==> src/hw/macsc_regs.svh <==
`ifndef MACSC_REGS_SVH
`define MACSC_REGS_SVH
`define MACSC_STATUS_ADDR 8'hcf
`define MACSC_STATUS_RST 8'h00
`define MACSC_BIT_BUSY 0
`define MACSC_BIT_SOFT_OVERFLOW_FLAG 1
`define MACSC_BIT_ZERO 2
`define MACSC_BIT_HARD_OVERFLOW_FLAG 3
`define MACSC_BIT_RDY 4
`define MACSC_BIT_SIGN 5
`define MACSC_BIT_IRQ 6
`define MACSC_BIT_RSVD 7
`define MACSC_EXT_SMAX 8'h7f
`define MACSC_EXT_SMIN 8'h80
`define MACSC_EXT_UMAX 8'hff
`define MACSC_EXT_ZERO 8'h00
`endif

==> src/hw/macsc_pkg.sv <==
package macsc_pkg;
  typedef enum logic [1:0]
  {
    MACSC_IDLE = 2'b00,
    MACSC_CPU  = 2'b01,
    MACSC_DMA  = 2'b10
  } macsc_state_t;
endpackage

==> src/hw/macsc_flag_if.sv <==
`timescale 1ns/1ps
`default_nettype none
interface macsc_flag_if;
  logic [5:0] set_ev;
  logic [5:0] clr_sw;
  logic [5:0] clr_acc;
  logic [5:0] flags;
  modport ctrl
  (
    output set_ev,
    output clr_sw,
    output clr_acc,
    input  flags
  );
  modport bank
  (
    input  set_ev,
    input  clr_sw,
    input  clr_acc,
    output flags
  );
endinterface
`default_nettype wire

==> src/hw/macsc_flag_bank.sv <==
`timescale 1ns/1ps
`default_nettype none
module macsc_flag_bank
(
  input wire logic clk,
  input wire logic rst,
  input wire logic ce,
  macsc_flag_if.bank fb
);
  // one sticky bit per flag
  genvar i;
  generate
    for (i = 0; i < 6; i = i + 1)
    begin : g_flag
      logic flag;
      wire  next_flag = fb.set_ev[i] | (flag & ~fb.clr_sw[i] & ~fb.clr_acc[i]); // RL9
      always_ff @(posedge clk or posedge rst)
      begin
        if (rst)
          flag <= 1'b0; // RL16
        else if (ce)
          flag <= next_flag;
      end
      assign fb.flags[i] = flag;
    end
  endgenerate
endmodule
`default_nettype wire

==> src/hw/macsc_status.sv <==
// Overview of operation
// RL1 - software writes zero to reserved bit 7.
// RL2 - irq flag sets on hard overflow, enabled soft overflow, or cpu-mode ready.
// RL3 - signed mode: sign flip flag when result sign differs from expected sign.
// RL4 - result ready flag sets only in cpu mode on operation completion.
// RL5 - signed: hard overflow when extension moves 0x7f<->0x80.
// RL6 - unsigned: hard overflow when extension wraps 0xff to 0x00.
// RL7 - zero flag sets when a completed operation leaves accumulator zero.
// RL8 - soft overflow on carry into bit 31 signed, or into extension unsigned.
// RL9 - flags stay set until software clears them or accumulator clear.
// RL10 - accumulator clear also clears sign, hard overflow, zero, soft overflow.
// RL11 - writing one to busy starts an operation in both modes.
// RL12 - cpu mode: one operation, busy clears when it completes.
// RL13 - dma mode: run all dma operations, busy clears after the last.
// RL14 - clear bit zeroes accumulator and flags except irq and ready; self-clears.
// RL15 - level interrupt request follows the irq flag.
// RL16 - flags update on completion edge and read zero after reset.
`timescale 1ns/1ps
`include "macsc_regs.svh"
`default_nettype none
module macsc_status
(
  // clock and reset
  input  wire logic       CLK_SYS,
  input  wire logic       SYS_RST,
  input  wire logic       CE,
  // special function register port
  input  wire logic [7:0] SFR_ADDR,
  input  wire logic       SFR_WR,
  input  wire logic [7:0] SFR_WDATA,
  output logic      [7:0] SFR_RDATA,
  // configuration bits
  input  wire logic       DMA_MODE,
  input  wire logic       SIGNED_ARITH_ENABLE,
  input  wire logic       EXPECTED_SIGN_SETTING,
  input  wire logic       SOFT_OVERFLOW_IRQ_ENABLE,
  input  wire logic       ACCUMULATOR_CLEAR_BIT,
  // datapath
  output logic            OP_START,
  input  wire logic       OP_DONE,
  input  wire logic       DMA_ALL_DONE,
  input  wire logic [7:0] EXT_BEFORE,
  input  wire logic [7:0] EXT_AFTER,
  input  wire logic [31:0] ACC_LOW,
  input  wire logic       CARRY_BIT31,
  input  wire logic       CARRY_EXT,
  output logic            ACC_CLEAR,
  output logic            CLEAR_ACK,
  // interrupt
  output logic            MAC_IRQ
);
  localparam int F_SOFT_OVERFLOW_FLAG = `MACSC_BIT_SOFT_OVERFLOW_FLAG - 1;
  localparam int F_ZERO = `MACSC_BIT_ZERO - 1;
  localparam int F_HARD_OVERFLOW_FLAG = `MACSC_BIT_HARD_OVERFLOW_FLAG - 1;
  localparam int F_RDY  = `MACSC_BIT_RDY - 1;
  localparam int F_SIGN = `MACSC_BIT_SIGN - 1;
  localparam int F_IRQ  = `MACSC_BIT_IRQ - 1;

  macsc_pkg::macsc_state_t state;
  macsc_pkg::macsc_state_t next_state;
  logic                    busy;
  logic                    next_busy;
  macsc_flag_if            fb ();

  wire status_wr = SFR_WR & (SFR_ADDR == `MACSC_STATUS_ADDR);
  wire start_req = status_wr & SFR_WDATA[`MACSC_BIT_BUSY] & ~busy; // RL11
  wire op_end    = OP_DONE & (state != macsc_pkg::MACSC_IDLE);
  wire cpu_end   = op_end & (state == macsc_pkg::MACSC_CPU);
  wire dma_end   = DMA_ALL_DONE & (state == macsc_pkg::MACSC_DMA);
  wire sign_bit  = EXT_AFTER[7];

  wire hard_overflow_flag_s = SIGNED_ARITH_ENABLE &
                (((EXT_BEFORE == `MACSC_EXT_SMAX) & (EXT_AFTER == `MACSC_EXT_SMIN)) |
                 ((EXT_BEFORE == `MACSC_EXT_SMIN) & (EXT_AFTER == `MACSC_EXT_SMAX))); // RL5
  wire hard_overflow_flag_u = ~SIGNED_ARITH_ENABLE &
                (EXT_BEFORE == `MACSC_EXT_UMAX) & (EXT_AFTER == `MACSC_EXT_ZERO); // RL6
  wire soft_overflow_flag_ev = SIGNED_ARITH_ENABLE ? CARRY_BIT31 : CARRY_EXT; // RL8
  wire zero_ev = (ACC_LOW == 32'h0000_0000) & (EXT_AFTER == `MACSC_EXT_ZERO); // RL7
  wire sign_ev = SIGNED_ARITH_ENABLE & (sign_bit != EXPECTED_SIGN_SETTING); // RL3
  wire irq_ev  = fb.flags[F_HARD_OVERFLOW_FLAG] |
                 (fb.flags[F_SOFT_OVERFLOW_FLAG] & SOFT_OVERFLOW_IRQ_ENABLE) |
                 fb.flags[F_RDY]; // RL2

  assign fb.set_ev[F_SOFT_OVERFLOW_FLAG] = op_end & soft_overflow_flag_ev;
  assign fb.set_ev[F_ZERO] = op_end & zero_ev;
  assign fb.set_ev[F_HARD_OVERFLOW_FLAG] = op_end & (hard_overflow_flag_s | hard_overflow_flag_u);
  assign fb.set_ev[F_RDY]  = cpu_end; // RL4
  assign fb.set_ev[F_SIGN] = op_end & sign_ev;
  assign fb.set_ev[F_IRQ]  = irq_ev;
  // software writes zero to clear a flag
  genvar k;
  generate
    for (k = 0; k < 6; k = k + 1)
    begin : g_clr
      assign fb.clr_sw[k] = status_wr & ~SFR_WDATA[k + 1]; // RL9
    end
  endgenerate
  assign fb.clr_acc = {1'b0, ACCUMULATOR_CLEAR_BIT, 1'b0, {3{ACCUMULATOR_CLEAR_BIT}}}; // RL10

  macsc_flag_bank u_bank
  (
    .clk (CLK_SYS),
    .rst (SYS_RST),
    .ce  (CE),
    .fb  (fb)
  );

  always_comb
  begin
    next_state = state;
    next_busy  = busy;
    case (state)
      macsc_pkg::MACSC_IDLE:
      begin
        if (start_req)
        begin
          next_busy  = 1'b1;
          next_state = DMA_MODE ? macsc_pkg::MACSC_DMA : macsc_pkg::MACSC_CPU;
        end
      end
      macsc_pkg::MACSC_CPU:
      begin
        if (cpu_end)
        begin
          next_busy  = 1'b0; // RL12
          next_state = macsc_pkg::MACSC_IDLE;
        end
      end
      macsc_pkg::MACSC_DMA:
      begin
        if (dma_end)
        begin
          next_busy  = 1'b0; // RL13
          next_state = macsc_pkg::MACSC_IDLE;
        end
      end
      default:
      begin
        next_busy  = 1'b0;
        next_state = macsc_pkg::MACSC_IDLE;
      end
    endcase
  end

  always_ff @(posedge CLK_SYS or posedge SYS_RST)
  begin
    if (SYS_RST)
    begin
      state <= macsc_pkg::MACSC_IDLE;
      busy  <= 1'b0;
    end
    else if (CE)
    begin
      state <= next_state;
      busy  <= next_busy;
    end
  end

  // start pulse and clear command
  always_ff @(posedge CLK_SYS or posedge SYS_RST)
  begin
    if (SYS_RST)
    begin
      OP_START  <= 1'b0;
      ACC_CLEAR <= 1'b0;
    end
    else if (CE)
    begin
      OP_START  <= start_req;
      ACC_CLEAR <= ACCUMULATOR_CLEAR_BIT; // RL14
    end
  end

  // clear request acknowledged next cycle so the control bit self-clears
  assign CLEAR_ACK = ACC_CLEAR; // RL14
  assign MAC_IRQ   = fb.flags[F_IRQ]; // RL15
  // reserved bit reads zero
  assign SFR_RDATA = {1'b0, fb.flags, busy}; // RL1
endmodule
`default_nettype wire

==> config.mk <==
export PLATFORM = sky130hd
export DESIGN_NAME = macsc_status
export DESIGN_NICKNAME = d
export VERILOG_FILES = /design/src/hw/macsc_pkg.sv /design/src/hw/macsc_flag_if.sv /design/src/hw/macsc_flag_bank.sv /design/src/hw/macsc_status.sv
export VERILOG_INCLUDE_DIRS = /design/src /design/src/hw
export SDC_FILE = /design/constraint.sdc
export NUM_CORES = 1
export LEC_CHECK = 0
export CORE_UTILIZATION = 54
export CTS_BUF_LIST = sky130_fd_sc_hd__clkbuf_2 sky130_fd_sc_hd__clkbuf_4 sky130_fd_sc_hd__clkbuf_8
export DETAILED_ROUTE_END_ITERATION = 10
export DONT_BUFFER_PORTS = 1
export PLACE_DENSITY = 0.82
export SETUP_SLACK_MARGIN = 0.4
export SYNTH_ARGS = -nofsm -noshare
export SYNTH_HDL_FRONTEND = slang
export SYNTH_HIERARCHICAL = 1
export SYNTH_SLANG_ARGS = --single-unit
export TNS_END_PERCENT = 50
==> constraint.sdc <==
create_clock -name CLK_SYS -period 1.4 [get_ports CLK_SYS]
set_input_delay 0.28 -clock CLK_SYS [delete_from_list [all_inputs] [get_ports CLK_SYS]]
set_output_delay 0.28 -clock CLK_SYS [all_outputs]
set_load 0.05 [all_outputs]
After elaboration in Yosys (flattened, before gate mapping)
Index checks and enable logic that the tools add are counted.

storage, ports and cells
  bits in registers = 11
  input port bits = 77
  output and inout port bits = 12
  logic and storage cells = 96

operators by class
  equal/unequal tests = 12
  multiplexer cells = 10
  bitwise operators = 59
  reductions and logical operators = 5

operator list
  kind                                           number
  bitwise AND 1 bit                              34
  == test 8 bit, second input constant           4
  zero test 32 bit                               1
  == test 8 x 7 -> 1 bit, second input constant  2
  inverter 1 bit                                 15
  bitwise OR 1 bit                               10
  zero test 8 bit                                1
  two-way mux 2 bit                              4
  inequality test 2 bit, second input constant   3
  one-hot mux 2 bit (3 select lines)             1
  two-way mux 1 bit                              4
  AND reduction 4 bit                            1
  one-hot mux 1 bit (3 select lines)             1
  == test 2 x 1 -> 1 bit, second input constant  1
  == test 2 bit, second input constant           1
  zero test 2 bit                                1
  nonzero test 2 bit                             1
  inequality test 1 bit                          1

Logic depth before layout (Yosys ltp)
Gate-level depths: netlist (run 1).

  depth after elaboration = 7
  gate-level depth with buffers = 6
  mapped depth without buffers = 5

Modules after synthesis
Netlist (run 1), hierarchy kept.

modules (own cells, without submodules)
  module           times used  cells each  area each (um^2)  sequential area each (um^2)
  macsc_status     1           77          549.3             125.1
  macsc_flag_bank  1           26          310.3             150.1

Worst setup path before layout (run 1)
OpenSTA, ideal clock, no wires.

  path kind = input -> register
  from = input port ACC_LOW[9]
  to = register u_bank.g_flag[1].flag
  library setup time = 0.065 ns
  arrival time = 1.497 ns
  data required time = 1.335 ns
  setup slack = -0.162 ns
  stages = 4
  path buffers = 0
  path through = or4_1 -> or4_1 -> nor3_2 -> a22o_1

between the ends
  cells in the longest elaborated chain, start to end = 4

ends and longest elaborated chain
  item                    line                   text
  from (decl)             macsc_status.sv:44     input wire logic [31:0] ACC_LOW,
  zero test 32 bit        macsc_status.sv:78     wire zero_ev = (ACC_LOW == 32'h0000_0000) & (EXT_AFTER == `MACSC_EXT_ZERO);
  bitwise AND 1 bit       macsc_status.sv:78
  bitwise AND 1 bit       macsc_status.sv:85     assign fb.set_ev[F_ZERO] = op_end & zero_ev;
  named net fb.set_ev[1]  macsc_flag_if.sv:4     logic [5:0] set_ev;
  bitwise OR 1 bit        macsc_flag_bank.sv:16  wire next_flag = fb.set_ev[i] | (flag & ~fb.clr_sw[i] & ~fb.clr_acc[i]);
  to (signal assigned)    macsc_flag_bank.sv:22  flag <= next_flag;
  to (decl)               macsc_flag_bank.sv:15  logic flag;

The timed path passes the listed nets, and every way through them passes these cells.
A chain may end at the register's enable or synchronous reset.

Worst setup path after layout (run 1)
Same ends and word-level chain as after synthesis.

==> reports/qor.txt, run 1 <==
Leak - 0.416 nW
Hold Crit Start - CE
Core area - 1490 µm²
Final core utilization - 0.672
Buffers added on ports - 0
DRC - 0
Area share of the largest cell type after synthesis - 0.320
Die footprint - 1760 µm²
CTS tree - yes
Final Cycle Share - 0.941
Most common cell in the synthesized netlist - nor2_1
Number of nets in the layout - 186
Post-Route Skew - 0.261 ps
Vias - 842
WS Path Type - in2reg
RSZ-0062 raised after global routing - true
Antenna diodes - 0
Sum Neg Setup Slack - 0 ps
First-pass GRT wire length - 3350 µm
Worst setup margin - 82.5 ps
Post-route minimum period - 1320 ps
DR vias/cell - 6.79
Max-cap violations - 0
Cell Pwr Density - 661 nW/µm²
Clk Latency, worst-skew pair - 270 ps
Post-synth EDFFs - 0
Io pins - 89
R2R Path Start - state[0]$_DFFE_PP0P_
Global route overflow - 0
Fmax - 0.759 GHz
Mapped Cells - 103
All-Layer GR Usage - 0.255
Most instantiated cells after synthesis - nor2_1 (12), dfrtp_1 (11), buf_4 (10), o21ai_0 (9), nor4_1 (8)
Initial Util - 0.577
Rows - 14
Critical path launch point type - primary input
Post-detailed-route count of antenna-violating nets - 0
TritonCTS buffer count - 3
CP endpoint kind - register
Most used cell, CP - or4_1
Setup violations, final - 0
Pin count of the biggest net entering global routing - 19
Register-to-Register Path Depth - 3
Final GP Congestion - 0.772
Die Ht - 41.9 µm
Ranking of synthesized cells by area - dfrtp_1 (32%), buf_4 (8.7%), nor4_1 (5.8%)
Worst hold path class - in2reg
Sinks on the clock net - 11
Cell Area, Synth - 860 µm²
Synthesis Warnings - 6
H-Tree Depth - 1
Maximum vdd drop - 711 µV
Top_reg_cell synth - dfrtp_1
DR iter-0 viols - 8
Layout cells sized above 1 - 0.278
Final WL - 2210 µm
Hold path endpoint - OP_START$_DFFE_PP0P_
Crit-path slowest cell - or4_1
Syn Area/Cell - 8.35 µm²
WP data required - 1610 ps
Reg-to-Reg End - state[0]$_DFFE_PP0P_
WP depth - 4
CP Cell Sequence - or4_1 -> or4_1 -> nor3_2 -> a22o_1
Vias in the first global route - 834
Synthesis-stage register bit count - 11
Min Hold Slack - 104 ps
Worst R2R Setup Slack - 130 ps
WP buf/inv - 0
Critical Path Max Stage Delay - 490 ps
FF+latch area - 277 µm²
Worst hold stages - 1
Yosys top cell by area - dfrtp_1
Final HPWL DP - 1740 µm
Seq/Total Area, Yosys - 0.320
Initial antenna violation count - 0
DR WL/cell - 17.8 µm
Status - complete, no violations
Synth unique cells - 32
Root Driver - clkbuf_4
Pwr Total - 0.662 mW
Crit-path max FO - 1
Pins Over Slew Limit - 0
Area Growth Syn to Fin - 16.4%
Async set or reset register ratio after synthesis - 1.00
Final hold vios - 0
WP data arrival - 1530 ps
Filler instances - 123
Die Wd - 41.9 µm
Footprint of the multi-input gates - 548 µm²
First drt pass iteration count - 4
Clock buffer depth - 2
Crit path max-delay family - simple AND/OR/NAND/NOR gates
Worst-path clk slew - 70 ps
Pre-CTS setup slack - -208 ps
## flip-flops by register name (all words and copies together) (netlist names)
signal / count
ACC_CLEAR: 1
OP_START: 1
busy: 1
state: 2
u_bank/g_flag.flag: 6
## cell families (layout without fill, tap and decap cells)
| logic type | Yosys count | in the layout | synth area share |
|---|---|---|---|
| AO/OA/AOI/OAI | 25 | 25 | 0.213 |
| XOR/XNOR | 1 | 1 | 0.0102 |
| buffers and inverters | 16 | 19 | 0.122 |
| AND/OR/NAND/NOR | 47 | 47 | 0.306 |
| multiplexers | 2 | 2 | 0.0247 |
| other | 1 | 3 | 0.00436 |
| flip-flops | 11 | 11 | 0.320 |
## metal layers
layer	track usage	share of wire	up-vias
met5	0	0	-
met4	0.103	0.012	0
met3	0.0739	0.090	4
met2	0.503	0.56	59
met1	0.235	0.34	390
li1	-	-	389
## worst max-delay path by stage
stage          startpoint                                 to  slack (ps)
6_report       ACC_LOW[9]  u_bank/g_flag[1].flag$_DFFE_PP0P_          80
5_1_grt        ACC_LOW[9]  u_bank/g_flag[1].flag$_DFFE_PP0P_          50
4_1_cts        ACC_LOW[9]  u_bank/g_flag[1].flag$_DFFE_PP0P_          70
3_5_place_dp   ACC_LOW[9]  u_bank/g_flag[1].flag$_DFFE_PP0P_        -210
3_3_place_gp   ACC_LOW[9]  u_bank/g_flag[1].flag$_DFFE_PP0P_        -200
2_1_floorplan  ACC_LOW[9]  u_bank/g_flag[1].flag$_DFFE_PP0P_        -160
## area by class of cell
| cell class | count | share of cell area |
|---|---|---|
| Multi-Input combinational cell | 78 | 0.548 |
| Sequential cell | 11 | 0.276 |
| Timing Repair Buffer | 11 | 0.111 |
| Clock buffer | 4 | 0.0300 |
| Tap cell | 16 | 0.0200 |
| Inverter | 4 | 0.0150 |
## per-stage QoR
step,instance area (µm²),cells
floorplan,875,105
global placement,865,118
detailed placement,865,118
CTS,945,124
global route,1000,124
finish,1000,124
## what timing repair did
action,in CTS,in global routing
setup buffers,1,0
endpoints found under the setup margin,21,21
gates resized for setup,8,14
pin swaps,0,4
endpoints found under the hold margin,11,0
hold buffers,1,0
## cell usage in the layout, fill, tap and decap left out, types with 2 or more instances in the layout
| cell | synthesis | layout |
|---|---|---|
| nand4_1 | 5 | 5 |
| o21ai_2 | 4 | 5 |
| nor4bb_1 | 2 | 2 |
| buf_4 | 10 | 5 |
| o21ai_0 | 9 | 2 |
| nand2_1 | 7 | 7 |
| a22o_1 | 4 | 4 |
| clkbuf_4 | 0 | 4 |
| a22o_2 | 2 | 2 |
| nor4_1 | 8 | 8 |
| buf_8 | 0 | 2 |
| buf_6 | 1 | 3 |
| nor2_1 | 12 | 12 |
| inv_1 | 4 | 4 |
| o21ai_1 | 0 | 6 |
| conb_1 | 1 | 3 |
| or4_1 | 2 | 2 |
| nand2b_4 | 0 | 2 |
| nand3_1 | 2 | 2 |
| dfrtp_1 | 11 | 10 |
| nor4b_1 | 2 | 2 |
## report_power, final
group          total [mW]  switching [mW]  leakage, nW  internal, mW
Sequential          0.324         0.00288        0.150         0.321
Clock               0.239           0.109       0.0184         0.130
Combinational      0.0993          0.0573        0.248        0.0420
Total               0.662           0.169        0.416         0.493
(Power assumes the default switching activity.)
==> inputs of run 2 (changes only) <==
Settings changed: CORE_MARGIN set to 8.
==> reports/qor.txt, run 2 (synthesis gave the netlist of run 1 again) <==
Status - complete, no violations
Global route overflow - 0
R2R Path Start - state[0]$_DFFE_PP0P_
Register-to-Register Path Depth - 3
First-pass GRT wire length - 4400 µm
DRC - 0
Crit path max-delay family - simple AND/OR/NAND/NOR gates
DR WL/cell - 21.9 µm
Sinks on the clock net - 11
Clock buffer depth - 2
Final GP Congestion - 0.802
Crit-path slowest cell - or4_1
Max-cap violations - 0
DR vias/cell - 6.56
Clock share of power - 0.352
WP data arrival - 1520 ps
All-Layer GR Usage - 0.164
Worst hold path class - in2reg
Antenna diodes - 0
Crit-path max FO - 1
Final WL - 2760 µm
Int Pwr - 0.490 mW
Die footprint - 3120 µm²
WS Path Type - in2reg
Highest routed layer - met3
Comb pwr share - 0.149
Clk Latency, worst-skew pair - 260 ps
Die Wd - 55.9 µm
CP endpoint kind - register
Detail Route met3 WL - 267 µm
DR iter-0 viols - 20
Post-Route Skew - 5.51 ps
WP data required - 1600 ps
Leading cell type in the layout, fill and taps excluded - nor2_1
Met2 WL - 1530 µm
WP buf/inv - 0
Critical Path Max Stage Delay - 500 ps
Die Ht - 55.9 µm
RSZ-0062 raised after global routing - true
CP Launch Point - ACC_LOW[9]
CP Cell Sequence - or4_1 -> or4_1 -> nor3_2 -> a22o_1
Slew margin rel. - 0.665
First drt pass iteration count - 4
WP depth - 4
TritonCTS buffer count - 3
Pins Over Slew Limit - 0
Max reg flops - 6
Vias in the first global route - 891
CP Capture Point - u_bank/g_flag[1].flag$_DFFE_PP0P_
Buffers added on ports - 0
Sequential power share - 0.499
Area Growth Syn to Fin - 16.3%
Vias - 827
Io pins - 89
Initial antenna violation count - 0
Switching share of power - 0.246
NetSw - 0.160 mW
H-Tree Depth - 1
Rows - 14
CTS tree - yes
Pin count of the biggest net entering global routing - 19
Maximum vdd drop - 411 µV
Setup violations, final - 0
Pwr Total - 0.650 mW
Critical path launch point type - primary input
Most frequent cells in the layout - nor2_1 (12), dfrtp_1 (10), buf_4 (8)
Post-route minimum period - 1320 ps
Reg-to-Reg End - state[1]$_DFFE_PP0P_
Worst-path clk slew - 70 ps
Most used cell, CP - or4_1
Top reg by flops - u_bank/g_flag.flag
Initial Util - 0.571
Worst-Margin Slew - 502 ps
Worst R2R Setup Slack - 120 ps
Met1 WL - 959 µm
Fmax - 0.757 GHz
Final HPWL DP - 2240 µm
Regs by FF count - u_bank/g_flag.flag (6), state (2)
Final hold vios - 0
Core area - 1510 µm²
Root Driver - clkbuf_4
Worst setup margin - 78.8 ps
Pre-CTS setup slack - -195 ps
Final Cycle Share - 0.944
Leak - 0.417 nW
Post-detailed-route count of antenna-violating nets - 0
Cell Pwr Density - 650 nW/µm²
Layout cells sized above 1 - 0.291
Number of nets in the layout - 188
run 2: repair_timing:
item                                    CTS  global route
endpoints found under the setup margin   20            21
endpoints found under the hold margin    11             0
hold buffers                              1             0
setup buffers                             1             2
gates resized for setup                   8            11
pin swaps                                 0             3
run 2: worst min-delay path by stage:
stage | depth (start not counted) | startpoint | slack, ps | to
after floorplan | 1 | SYS_RST | 60 | ACC_CLEAR$_DFFE_PP0P_
after global placement | 1 | SYS_RST | 70 | ACC_CLEAR$_DFFE_PP0P_
after detailed placement | 1 | SYS_RST | 90 | ACC_CLEAR$_DFFE_PP0P_
after CTS | 1 | DMA_MODE | 100 | state[0]$_DFFE_PP0P_
after global routing | 1 | DMA_MODE | 90 | state[0]$_DFFE_PP0P_
final | 1 | DMA_MODE | 100 | state[0]$_DFFE_PP0P_
run 2: final cells by class:
type	count	area [µm²]
Multi-Input combinational cell	78	536
Fill cell	114	507
Sequential cell	11	277
Timing Repair Buffer	13	123
Clock buffer	4	30.0
Tap cell	16	20.0
Inverter	4	15.0
run 2: routing by layer:
layer,vias up,global-route usage
met5,-,0
met4,0,0.0447
met3,0,0.0799
met2,39,0.288
met1,393,0.169
li1,395,-
run 2: metrics by stage:
stage	hold slack (ps)	cell area [µm²]	cells	util	TNS, ps
4_1_cts	95.5	945	124	0.627	0
3_5_place_dp	85.1	865	118	0.574	-195
2_1_floorplan	58.5	875	105	-	-162
6_report	101	1000	126	0.664	0
3_3_place_gp	73.7	865	118	0.574	-192
5_1_grt	86.9	1000	126	0.664	0
run 2: power by group through the flow:
stage	logic (mW)	registers [mW]	clock network (mW)
2_1_floorplan	0.0745	0.340	0
6_report	0.0970	0.324	0.229
3_5_place_dp	0.0840	0.329	0
5_1_grt	0.104	0.324	0.259
4_1_cts	0.0934	0.324	0.234
3_3_place_gp	0.0819	0.328	0
